## config.mk

```make
export PLATFORM = sky130hd
export DESIGN_NAME = pcl_loader
export DESIGN_NICKNAME = d
export VERILOG_FILES = /design/src/rtl/pcl_pkg.sv /design/src/rtl/pcl_loader.sv
export SDC_FILE = /design/constraint.sdc
export NUM_CORES = 1
export LEC_CHECK = 0
export ABC_CLOCK_PERIOD_IN_PS = 3100
export BUFFER_PORTS_ARGS = -buffer_cell sky130_fd_sc_hd__buf_2
export CAP_MARGIN = 20
export CORE_ASPECT_RATIO = 1.75
export CORE_MARGIN = 4
export CORE_UTILIZATION = 35
export CTS_BUF_LIST = sky130_fd_sc_hd__clkbuf_8
export CTS_CLUSTER_DIAMETER = 200
export DETAILED_ROUTE_END_ITERATION = 10
export PLACE_DENSITY_LB_ADDON = 0.15
export SLEW_MARGIN = 20
export SYNTH_ARGS = -nofsm -noshare
export SYNTH_HDL_FRONTEND = slang
export SYNTH_SLANG_ARGS = --single-unit
```

## constraint.sdc

```tcl
create_clock -name mclk_in -period 3.1 [get_ports mclk_in]
set_input_delay 0.465 -clock mclk_in [delete_from_list [all_inputs] [get_ports mclk_in]]
set_output_delay 0.465 -clock mclk_in [all_outputs]
set_load 0.02 [all_outputs]
```

## src/rtl/pcl_pkg.sv

```systemverilog
package pcl_pkg;

	// timing at 40 MHz (25 ns period)
	localparam int CLK_PERIOD_NS  = 25;
	localparam int RESET_LOW_NS   = 100;
	localparam int BOOT_WAIT_US   = 60;
	localparam int RESET_CYCLES   = (RESET_LOW_NS + CLK_PERIOD_NS - 1) / CLK_PERIOD_NS;
	localparam int BOOT_CYCLES    = (BOOT_WAIT_US * 1000 + CLK_PERIOD_NS - 1) / CLK_PERIOD_NS;
	// i2c quarter bit time: 25 cycles gives 400 kHz scl, so a full load stays near 30k cycles
	localparam int QUARTER_CYCLES = 25;

	// device register offsets
	localparam logic [7:0] REG_PLL_CONTROL     = 8'h05;
	localparam logic [7:0] REG_RSVD_CLOCK_A    = 8'h06;
	localparam logic [7:0] REG_RSVD_CLOCK_B    = 8'h0b;
	localparam logic [7:0] REG_DIV_44K1        = 8'h50;
	localparam logic [7:0] REG_FRAC_LOW_44K1   = 8'h51;
	localparam logic [7:0] REG_FRAC_HIGH_44K1  = 8'h52;
	localparam logic [7:0] REG_DIV_48K         = 8'h61;
	localparam logic [7:0] REG_FRAC_LOW_48K    = 8'h64;
	localparam logic [7:0] REG_FRAC_HIGH_48K   = 8'h65;
	localparam logic [7:0] PLL_CONTROL_VALUE   = 8'ha1;
	localparam int         PLL_ROWS            = 9;

	// clock and ratio selection codes
	localparam logic [1:0] XTAL_10M0  = 2'h0;
	localparam logic [1:0] XTAL_14M31 = 2'h1;
	localparam logic [1:0] XTAL_14M74 = 2'h2;
	localparam logic [1:0] OSR_256    = 2'h0;
	localparam logic [1:0] OSR_384    = 2'h1;
	localparam logic [1:0] OSR_512    = 2'h2;

	typedef struct packed {
		logic [7:0] addr;
		logic [7:0] data;
	} pcl_row_s;

	typedef struct packed {
		logic [1:0] xtal;
		logic [1:0] osr;
		logic [6:0] dev_addr;
	} pcl_cfg_s;

	typedef enum logic [3:0] {
		ST_IDLE,
		ST_RESET,
		ST_BOOT,
		ST_START,
		ST_BIT,
		ST_ACK,
		ST_STOP,
		ST_NEXT,
		ST_DONE,
		ST_FAIL
	} pcl_state_e;

	typedef struct packed {
		pcl_state_e  state;
		logic [15:0] timer;
		logic [1:0]  phase;
		logic [3:0]  bitn;
		logic [1:0]  byten;
		logic [7:0]  shreg;
		logic [3:0]  row;
		logic        user_phase;
		logic        nack;
		pcl_row_s    urow;
		logic        scl_oe;
		logic        sda_oe;
		logic        rst_n;
		logic        busy;
		logic        done;
		logic        error;
		logic        row_ready;
		logic [1:0]  sda_sync;
	} pcl_state_s;

endpackage

```

## src/rtl/pcl_loader.sv

```systemverilog
// Contract
// pll rows go 6,11,97,80,101,82,100,81, then register 5 gets 161.
// 10 MHz, 256x: 18,3,15,16,169,49,42,60, then 5=161.
// 14.31818 MHz, 256x: 12,3,15,16,187,103,58,119, then 5=161.
// 10 MHz, 384x: 17,3,9,10,110,160,152,186, then 5=161.
// 14.31818 MHz, 384x: 11,3,6,7,3,157,211,157, then 5=161.
// 14.31818 MHz, 512x sends the same nine values as 384x.
// 14.7456 MHz, 256x: 12,3,15,16,85,4,85,0, then 5=161.
// 14.7456 MHz, 384x: 10,3,8,9,64,124,0,0, then 5=161.
// 14.7456 MHz, 512x: 9,2,5,6,0,184,0,0, then 5=161.
// configuration is a list of subaddress/data rows, each one register write.
// each row is start, address+write, subaddress, data, stop.
// advance one row per transaction until list end, then stop.
// wait 60 us of device boot before trusting or writing registers.
// hold device reset low at least 100 ns before release.
// pick sequence from clock and ratio; abort with error on any missing ack.
// each write replaces a whole eight-bit register.
module pcl_loader (
	// clock, reset, enable
	input  wire logic              mclk_in,
	input  wire logic              srst_in,
	input  wire logic              ce_in,
	// user command side
	input  wire logic              start_in,
	input  wire pcl_pkg::pcl_cfg_s cfg_in,
	input  wire pcl_pkg::pcl_row_s user_row_in,
	input  wire logic              user_valid_in,
	input  wire logic              user_last_in,
	output logic                   user_ready_out,
	output logic                   busy_out,
	output logic                   done_out,
	output logic                   error_out,
	// device pins
	output logic                   dev_rst_n_out,
	output logic                   scl_out,
	output logic                   scl_oe_out,
	input  wire logic              sda_in,
	output logic                   sda_out,
	output logic                   sda_oe_out
);

	pcl_pkg::pcl_state_s r;
	pcl_pkg::pcl_state_s next_r;

	localparam logic [15:0] RESET_T   = 16'(pcl_pkg::RESET_CYCLES);
	localparam logic [15:0] BOOT_T    = 16'(pcl_pkg::BOOT_CYCLES);
	localparam logic [15:0] QUARTER_T = 16'(pcl_pkg::QUARTER_CYCLES - 1);

	// fixed pll table; row index 0..8
	function automatic pcl_pkg::pcl_row_s pll_row(input logic [1:0] xtal, input logic [1:0] osr,
		input logic [3:0] idx);
		logic [7:0] v [0:7];
		pcl_pkg::pcl_row_s row;
		v = '{8'h00, 8'h00, 8'h00, 8'h00, 8'h00, 8'h00, 8'h00, 8'h00};
		row = '0;
		unique case ({xtal, osr})
			{pcl_pkg::XTAL_10M0, pcl_pkg::OSR_256}:
				v = '{8'h12, 8'h03, 8'h0f, 8'h10, 8'ha9, 8'h31, 8'h2a, 8'h3c};
			{pcl_pkg::XTAL_14M31, pcl_pkg::OSR_256}:
				v = '{8'h0c, 8'h03, 8'h0f, 8'h10, 8'hbb, 8'h67, 8'h3a, 8'h77};
			{pcl_pkg::XTAL_10M0, pcl_pkg::OSR_384}:
				v = '{8'h11, 8'h03, 8'h09, 8'h0a, 8'h6e, 8'ha0, 8'h98, 8'hba};
			{pcl_pkg::XTAL_14M31, pcl_pkg::OSR_384},
			{pcl_pkg::XTAL_14M31, pcl_pkg::OSR_512}:  // see R5
				v = '{8'h0b, 8'h03, 8'h06, 8'h07, 8'h03, 8'h9d, 8'hd3, 8'h9d};
			{pcl_pkg::XTAL_14M74, pcl_pkg::OSR_256}:
				v = '{8'h0c, 8'h03, 8'h0f, 8'h10, 8'h55, 8'h04, 8'h55, 8'h00};
			{pcl_pkg::XTAL_14M74, pcl_pkg::OSR_384}:
				v = '{8'h0a, 8'h03, 8'h08, 8'h09, 8'h40, 8'h7c, 8'h00, 8'h00};
			{pcl_pkg::XTAL_14M74, pcl_pkg::OSR_512}:
				v = '{8'h09, 8'h02, 8'h05, 8'h06, 8'h00, 8'hb8, 8'h00, 8'h00};
			// 10 MHz at 512x has no table: the check in ST_IDLE refuses it
			default:
				v = '{8'h00, 8'h00, 8'h00, 8'h00, 8'h00, 8'h00, 8'h00, 8'h00};
		endcase
		unique case (idx)
			4'h0: row = '{pcl_pkg::REG_RSVD_CLOCK_A, v[0]};
			4'h1: row = '{pcl_pkg::REG_RSVD_CLOCK_B, v[1]};
			4'h2: row = '{pcl_pkg::REG_DIV_48K, v[2]};
			4'h3: row = '{pcl_pkg::REG_DIV_44K1, v[3]};
			4'h4: row = '{pcl_pkg::REG_FRAC_HIGH_48K, v[4]};
			4'h5: row = '{pcl_pkg::REG_FRAC_HIGH_44K1, v[5]};
			4'h6: row = '{pcl_pkg::REG_FRAC_LOW_48K, v[6]};
			4'h7: row = '{pcl_pkg::REG_FRAC_LOW_44K1, v[7]};
			default: row = '{pcl_pkg::REG_PLL_CONTROL, pcl_pkg::PLL_CONTROL_VALUE};
		endcase
		return row;
	endfunction

	function automatic logic valid_combo(input logic [1:0] xtal, input logic [1:0] osr);
		return (xtal <= pcl_pkg::XTAL_14M74) && (osr <= pcl_pkg::OSR_512) &&
			!(xtal == pcl_pkg::XTAL_10M0 && osr == pcl_pkg::OSR_512);
	endfunction

	always_comb
	begin
		pcl_pkg::pcl_row_s cur;
		next_r = r;
		cur = r.user_phase ? r.urow : pll_row(cfg_in.xtal, cfg_in.osr, r.row);
		next_r.sda_sync = {r.sda_sync[0], sda_in};
		next_r.row_ready = 1'b0;
		if (r.timer != 16'h0000)
			next_r.timer = r.timer - 16'h0001;
		unique case (r.state)
			pcl_pkg::ST_IDLE:
			begin
				if (start_in)
				begin
					next_r.done = 1'b0;
					next_r.error = 1'b0;
					if (!valid_combo(cfg_in.xtal, cfg_in.osr))
					begin
						next_r.state = pcl_pkg::ST_FAIL;
					end
					else
					begin
						next_r.busy = 1'b1;
						next_r.rst_n = 1'b0;
						next_r.timer = RESET_T;
						next_r.row = 4'h0;
						next_r.user_phase = 1'b0;
						next_r.state = pcl_pkg::ST_RESET;
					end
				end
			end
			pcl_pkg::ST_RESET:
				if (r.timer == 16'h0000)
				begin
					next_r.rst_n = 1'b1;
					next_r.timer = BOOT_T;
					next_r.state = pcl_pkg::ST_BOOT;
				end
			pcl_pkg::ST_BOOT:
				if (r.timer == 16'h0000)
				begin
					next_r.state = pcl_pkg::ST_START;
				end
			pcl_pkg::ST_START:
				// sda falls while scl high, then scl falls
				if (r.timer == 16'h0000)
				begin
					next_r.timer = QUARTER_T;
					next_r.phase = r.phase + 2'h1;
					if (r.phase == 2'h0)
						next_r.sda_oe = 1'b1;
					if (r.phase == 2'h1)
					begin
						next_r.scl_oe = 1'b1;
						next_r.phase = 2'h0;
						next_r.byten = 2'h0;
						next_r.bitn = 4'h0;
						next_r.shreg = {cfg_in.dev_addr, 1'b0};
						next_r.state = pcl_pkg::ST_BIT;
					end
				end
			pcl_pkg::ST_BIT, pcl_pkg::ST_ACK:
				// phases: 0 set data, 1 raise scl, 2 sample, 3 drop scl
				if (r.timer == 16'h0000)
				begin
					next_r.timer = QUARTER_T;
					next_r.phase = r.phase + 2'h1;
					unique case (r.phase)
						2'h0: next_r.sda_oe = (r.state == pcl_pkg::ST_BIT) ? !r.shreg[7] : 1'b0;
						2'h1: next_r.scl_oe = 1'b0;
						2'h2: next_r.nack = r.sda_sync[1];
						2'h3:
						begin
							next_r.scl_oe = 1'b1;
							if (r.state == pcl_pkg::ST_BIT)
							begin
								next_r.shreg = {r.shreg[6:0], 1'b0};
								next_r.bitn = r.bitn + 4'h1;
								if (r.bitn == 4'h7)
									next_r.state = pcl_pkg::ST_ACK;
							end
							else if (r.nack)
							begin
								// error shows only once the stop has freed the bus
								next_r.state = pcl_pkg::ST_STOP;
							end
							else if (r.byten == 2'h2)
							begin
								next_r.state = pcl_pkg::ST_STOP;
							end
							else
							begin
								next_r.byten = r.byten + 2'h1;
								next_r.bitn = 4'h0;
								// whole byte replaces the register
								next_r.shreg = (r.byten == 2'h0) ? cur.addr : cur.data;
								next_r.state = pcl_pkg::ST_BIT;
							end
						end
						default: next_r.phase = 2'h0;
					endcase
				end
			pcl_pkg::ST_STOP:
				if (r.timer == 16'h0000)
				begin
					next_r.timer = QUARTER_T;
					next_r.phase = r.phase + 2'h1;
					unique case (r.phase)
						2'h0: next_r.sda_oe = 1'b1;
						2'h1: next_r.scl_oe = 1'b0;
						2'h2: next_r.sda_oe = 1'b0;
						default:
						begin
							next_r.phase = 2'h0;
							next_r.state = r.nack ? pcl_pkg::ST_FAIL : pcl_pkg::ST_NEXT;
						end
					endcase
				end
			pcl_pkg::ST_NEXT:
			begin
				// one transaction per row, then the user file rows
				if (!r.user_phase && r.row != 4'(pcl_pkg::PLL_ROWS - 1))
				begin
					next_r.row = r.row + 4'h1;
					next_r.state = pcl_pkg::ST_START;
				end
				else if (!r.user_phase || !r.nack && !r.done)
				begin
					next_r.user_phase = 1'b1;
					if (r.user_phase && r.row == 4'hf)
					begin
						next_r.state = pcl_pkg::ST_DONE;
					end
					else if (user_valid_in)
					begin
						next_r.row_ready = 1'b1;
						next_r.urow = user_row_in;
						next_r.row = user_last_in ? 4'hf : 4'h0;
						next_r.state = pcl_pkg::ST_START;
					end
				end
			end
			pcl_pkg::ST_DONE:
			begin
				next_r.busy = 1'b0;
				next_r.done = 1'b1;
				next_r.state = pcl_pkg::ST_IDLE;
			end
			pcl_pkg::ST_FAIL:
			begin
				next_r.busy = 1'b0;
				next_r.error = 1'b1;
				next_r.state = pcl_pkg::ST_IDLE;
			end
			default: next_r.state = pcl_pkg::ST_IDLE;
		endcase
	end

	always_ff @(posedge mclk_in)
	begin
		if (srst_in)
		begin
			r <= '0;
			r.state <= pcl_pkg::ST_IDLE;
			r.rst_n <= 1'b1;
			r.sda_sync <= 2'h3;
		end
		else if (ce_in)
		begin
			r <= next_r;
		end
	end

	// open drain: only ever drive low
	assign scl_out        = 1'b0;
	assign sda_out        = 1'b0;
	assign scl_oe_out     = r.scl_oe;
	assign sda_oe_out     = r.sda_oe;
	assign dev_rst_n_out  = r.rst_n;
	assign busy_out       = r.busy;
	assign done_out       = r.done;
	assign error_out      = r.error;
	assign user_ready_out = r.row_ready;

endmodule

```

=== Yosys cells after proc, flatten, opt, wreduce, memory -nomap -nowiden ===
Memories as Yosys holds them, arrays and structs flattened.
Cells that the tools add are included.

* Register bits after elaboration: 67
* Bits in read-only memories: 768
* Input bits: 34
* Output and inout bits: 9
* Word-level logic and storage cells: 191
* Memories: 1

{| class="wikitable"
|+ Memory list
! name !! depth !! bits a word !! rd ports !! clocked after Yosys merged registers in !! wr ports !! RTL line !! RTL
|-
| (no name shown) || 16 || 48 || 1 || 0 || 0 || pcl_loader.sv:56 || <nowiki>unique case ({xtal, osr})</nowiki>
|}

* Add/sub/neg operators: 5
* Magnitude comparators: 2
* Equal/unequal tests: 51
* Multiplexer cells: 68
* Bitwise logic cells: 2
* Reductions and logical operators: 43

{| class="wikitable"
|+ Operators by type and width
! operator !! count
|-
| one-hot mux 15 bit (8 select lines) || 1
|-
| one-hot mux 16 bit (5 select lines) || 1
|-
| two-way mux 4 bit || 19
|-
| two-way mux 36 bit || 2
|-
| two-way mux 16 bit || 4
|-
| two-way mux 14 bit || 3
|-
| two-way mux 20 bit || 2
|-
| equality test 4 x 3 -> 1 bit (second input constant) || 9
|-
| inequality test 2 bit (second input constant) || 17
|-
| one-hot mux 14 bit (2 select lines) || 1
|-
| one-hot mux 4 bit (7 select lines) || 1
|-
| AND reduction 8 bit || 3
|-
| two-way mux 22 bit || 1
|-
| inequality test 3 bit (second input constant) || 6
|-
| equality test 4 x 2 -> 1 bit (second input constant) || 4
|-
| zero test 16 bit || 1
|-
| two-way mux 8 bit || 2
|-
| nonzero test 16 bit || 1
|-
| subtractor 16 x 1 -> 16 bit (second input constant) || 1
|-
| two-way mux 5 bit || 3
|-
| two-way mux 2 bit || 7
|-
| AND reduction 13 bit || 1
|-
| equality test 4 bit (second input constant) || 3
|-
| two-way mux 1 bit || 12
|-
| other kinds (28) || 66
|}

=== Depth between registers and ports, before layout ===
* Depth after elaboration: 10
* Gate-level depth with buffers: 12
* Depth with buffers taken out: 11

=== Worst setup path after synthesis ===
OpenSTA, ideal clock, no wires.

* Path kind: register to register
* From: register r[55] (netlist name)
* To: register r[53] (netlist name)
* Library setup time: 0.117 ns
* Arrival: 2.423 ns
* Required time: 2.983 ns
* Slack: 0.560 ns
* Cell stages (with the launch flop): 8
* Path buffers: 1
* Period minus slack after synthesis: 2.540 ns
* Cells stage by stage: dfxtp_1 > or4_4 > or4_4 > buf_6 > or3_1 > a21boi_2 > o21ai_1 > a22o_1

* Cells in the longest elaborated chain, start to end: 5
* Elaborated cells between the ends (all ways): 10
* Those cells by class: mux: 8; reduce/logical: 2

{| class="wikitable"
|+ Ends and longest elaborated chain
! item !! RTL line !! RTL
|-
| from (decl) || pcl_loader.sv:42 || <nowiki>pcl_pkg::pcl_state_s r;</nowiki>
|-
| from (signal assigned) || pcl_loader.sv:264 || <nowiki>r <= next_r;</nowiki>
|-
| nonzero test 16 bit || pcl_loader.sv:102 || <nowiki>if (r.timer != 16'h0000)</nowiki>
|-
| two-way mux 16 bit || pcl_loader.sv:102 ||
|-
| two-way mux 16 bit || pcl_loader.sv:111 || <nowiki>if (!valid_combo(cfg_in.xtal, cfg_in.osr))</nowiki>
|-
| two-way mux 20 bit || pcl_loader.sv:107 || <nowiki>if (start_in)</nowiki>
|-
| one-hot mux 16 bit (5 select lines) * || pcl_loader.sv:104 || <nowiki>unique case (r.state)</nowiki>
|}

Mark *: on every way between the ends. The rest lies on a longest branch, timed or not. The select of a mux whose other input is x is not followed.
A chain may end at the register's enable or synchronous reset.

=== Final worst setup path ===
Ends and elaborated chain as after synthesis.

==> results.cfg <==
[sta]
tightest_slew_ns = 0.940
whs_ns = 0.342
hold_viol = 0
setup_viol = 0
maxSlewViolCount = 0
rsz0062_at_grt = false
period_share_pct = 87.0
fmax_ghz = 0.371
setup_tns_ns = 0
fin_crit_ns = 2.70
skew_ns = 0.0109
max-slew-margin-rel_pct = 36.4

[die]
io_pins = 43
die-area_um2 = 16500
start_util_pct = 36.1
fp.dieH_um = 167
fp.dieW_um = 98.7
rows = 57
core_um2 = 14000

[logic_synthesis]
yosysMostFrequentCell = nor2_1
synthSimpleGateAreaFrac_pct = 28.2
synth_top_family_by_area = simple AND/OR/NAND/NOR gates
synth_area_leader_cell = dfxtp_1
synth_commonest_cells = nor2_1, dfxtp_1, a21oi_1
synth_compound_area_share_pct = 26.6
synth_edf_count = 0
syn-cell-area_um2 = 5040
ys_seq_area_share_pct = 26.6
synthCells = 672
ys_ff_latch = 67
synth_area_leaders = dfxtp_1, mux2i_1, nor2_1
async_reset_ff_share_pct = 0
synth_top_area_share_pct = 26.6
ys.flop_type = dfxtp_1
synth_cell_types = 80
yosysWarnings = 0
syn_area_per_cell_um2 = 7.50
synth-adder-area-share_pct = 4.47
synthMuxAreaShare_pct = 6.35
synth_xor_area_share_pct = 1.39

[global_route]
grt-ovfl-total = 0
grt_pass1_vias = 5232
grt_usage_pct = 20.3
grt_max_degree = 49
antenna_found_initial = 0
grt_pass1_wl_um = 27100

[routing]
drt_iter0_markers = 316
finalWirelength_um = 17100
via_per_inst = 6.02
via_count = 5284
firstDrtPassIters = 5
top_layer = met4
drt-met1-wl_um = 6220
ant_nets = 0
wl_met3_um = 635
wl_met2_um = 9430
drc = 0
drt-wirelength-per-cell_um = 19.4

[power]
power_density_nw_per_um2 = 519
p_leak_nw = 2.10
ir_worst_vdd_mv = 0.264

[worst_hold_path]
min_path_type = in -> reg
min_from = sda_in
whs_endpoint = next_r[1]
holdPathStages = 2

[placement]
routabilityCongestion = 0.992
port_buffers = 40
hpwl_um = 12900
dp.cells = 863

[setup_path]
cp_max_fo = 8
worstSetupEndpointType = flip-flop
rr_worst_depth = 6
crit_arrival_ns = 2.93
ff2ff_setup_slack_ns = 0.40
cp-start-kind = flip-flop
worstReg2RegStart = r[55]
cp.required_ns = 3.33
crit_type = reg -> reg
worstReg2RegEnd = r[53]

[final_layout]
final_util_pct = 40.3
synthToLayoutAreaGrowth_pct = 11.8
finalNetCount = 749
final_layout_size_suffix_gt1_share_pct = 14.6
diodes = 0
stdcell_count = 878

[clock_network]
htree_levels = 3
cts_resized = 0
clk_path_buf_depth = 2
insertion_delay_ns = 0.34
clkSinkCount = 67
clock_tree.root_cell = clkbuf_8
cts_hold_buf = 0
post_cts_buffers = 0
clk_pin_slew_ns = 0.07
cts_inserted_buffers = 9
cts_tree = built

[job]
maxCapViolCount = 0

[outcome]
status = completed
## final cells by class
class	count	area [um2]
fill	1502	8340
multi-input combinational	526	3390
sequential	67	1340
timing repair buffer	68	410
tap	177	221
clock buffer	12	165
inverter	25	93.8
clock inverter	3	13.8
## placed cells by master, fill, tap and decap left out, types with 4 or more instances in the layout
cell type / instances
a32oi_1: 4
o22ai_1: 5
dfxtp_1: 67
o21ai_1: 10
or2_2: 4
inv_1: 24
xnor2_1: 5
nor3_1: 25
nand4_1: 10
ha_1: 18
nor3b_1: 6
o21ai_0: 33
o31ai_1: 4
clkbuf_8: 12
a221oi_1: 4
nor2b_1: 15
buf_4: 28
and3_1: 6
nand4b_1: 6
nand3b_1: 9
a2111oi_0: 5
a31oi_1: 7
a21oi_1: 55
a2bb2oi_1: 4
and2_1: 4
nand2b_1: 13
or4_1: 5
nor2_1: 75
mux2i_1: 32
a211oi_1: 15
nand2_1: 44
o21a_1: 4
buf_2: 40
nand3_1: 15
o211ai_1: 7
a22oi_1: 4
## logic make-up after synthesis
logic type	count (synthesis)
xor+xnor	8
buf+inv	80
simple gates	264
fa+ha+maj	18
compound gates	202
other cells	1
flops	67
mux	32
## registers in the layout, summed over array words and instances (netlist names)
signal / flops
busy_out: 1
dev_rst_n_out: 1
done_out: 1
error_out: 1
next_r: 1
r: 59
scl_oe_out: 1
sda_oe_out: 1
user_ready_out: 1
## through the flow
step	power [mW]	setup WS (ns)	cell area, um2
2_1_floorplan	1.92	0.560	5050
3_3_place_gp	2.22	0.304	5460
6_report	2.93	0.404	5640
3_5_place_dp	2.24	0.273	5460
4_1_cts	2.94	0.416	5640
5_1_grt	3.10	0.249	5640
## power by group
group | switching (mW) | internal (mW)
Sequential | 0.0892 | 0.939
Clock | 0.346 | 0.347
Combinational | 0.742 | 0.462
Total | 1.18 | 1.75
## worst max-delay path by stage
| stage | from | endpoint | slack, ns | cells after the start |
|---|---|---|---|---|
| after global placement | cfg_in[8] | r[58] | 0.30 | 8 |
| final | r[55] | r[53] | 0.40 | 6 |
| after floorplan | r[55] | r[53] | 0.56 | 7 |
| after detailed placement | cfg_in[8] | r[58] | 0.27 | 8 |
| after global routing | r[47] | r[53] | 0.25 | 8 |
| after CTS | r[47] | r[53] | 0.42 | 8 |
## worst max-delay path, cell delays in order, from the launching register on
cell and delay (ns):
dfxtp_1 0.35, or4_4 0.58, or4_4 0.63, or3_1 0.40, a21boi_2 0.28, o21ai_1 0.09, a22o_1 0.25
## layer usage
metal,up-vias,track usage (%)
met5,-,0
met4,0,11.2
met3,50,2.30
met2,187,38.5
met1,2534,21.1
li1,2513,-
Note: power is estimated with default switching activity, not from simulation.
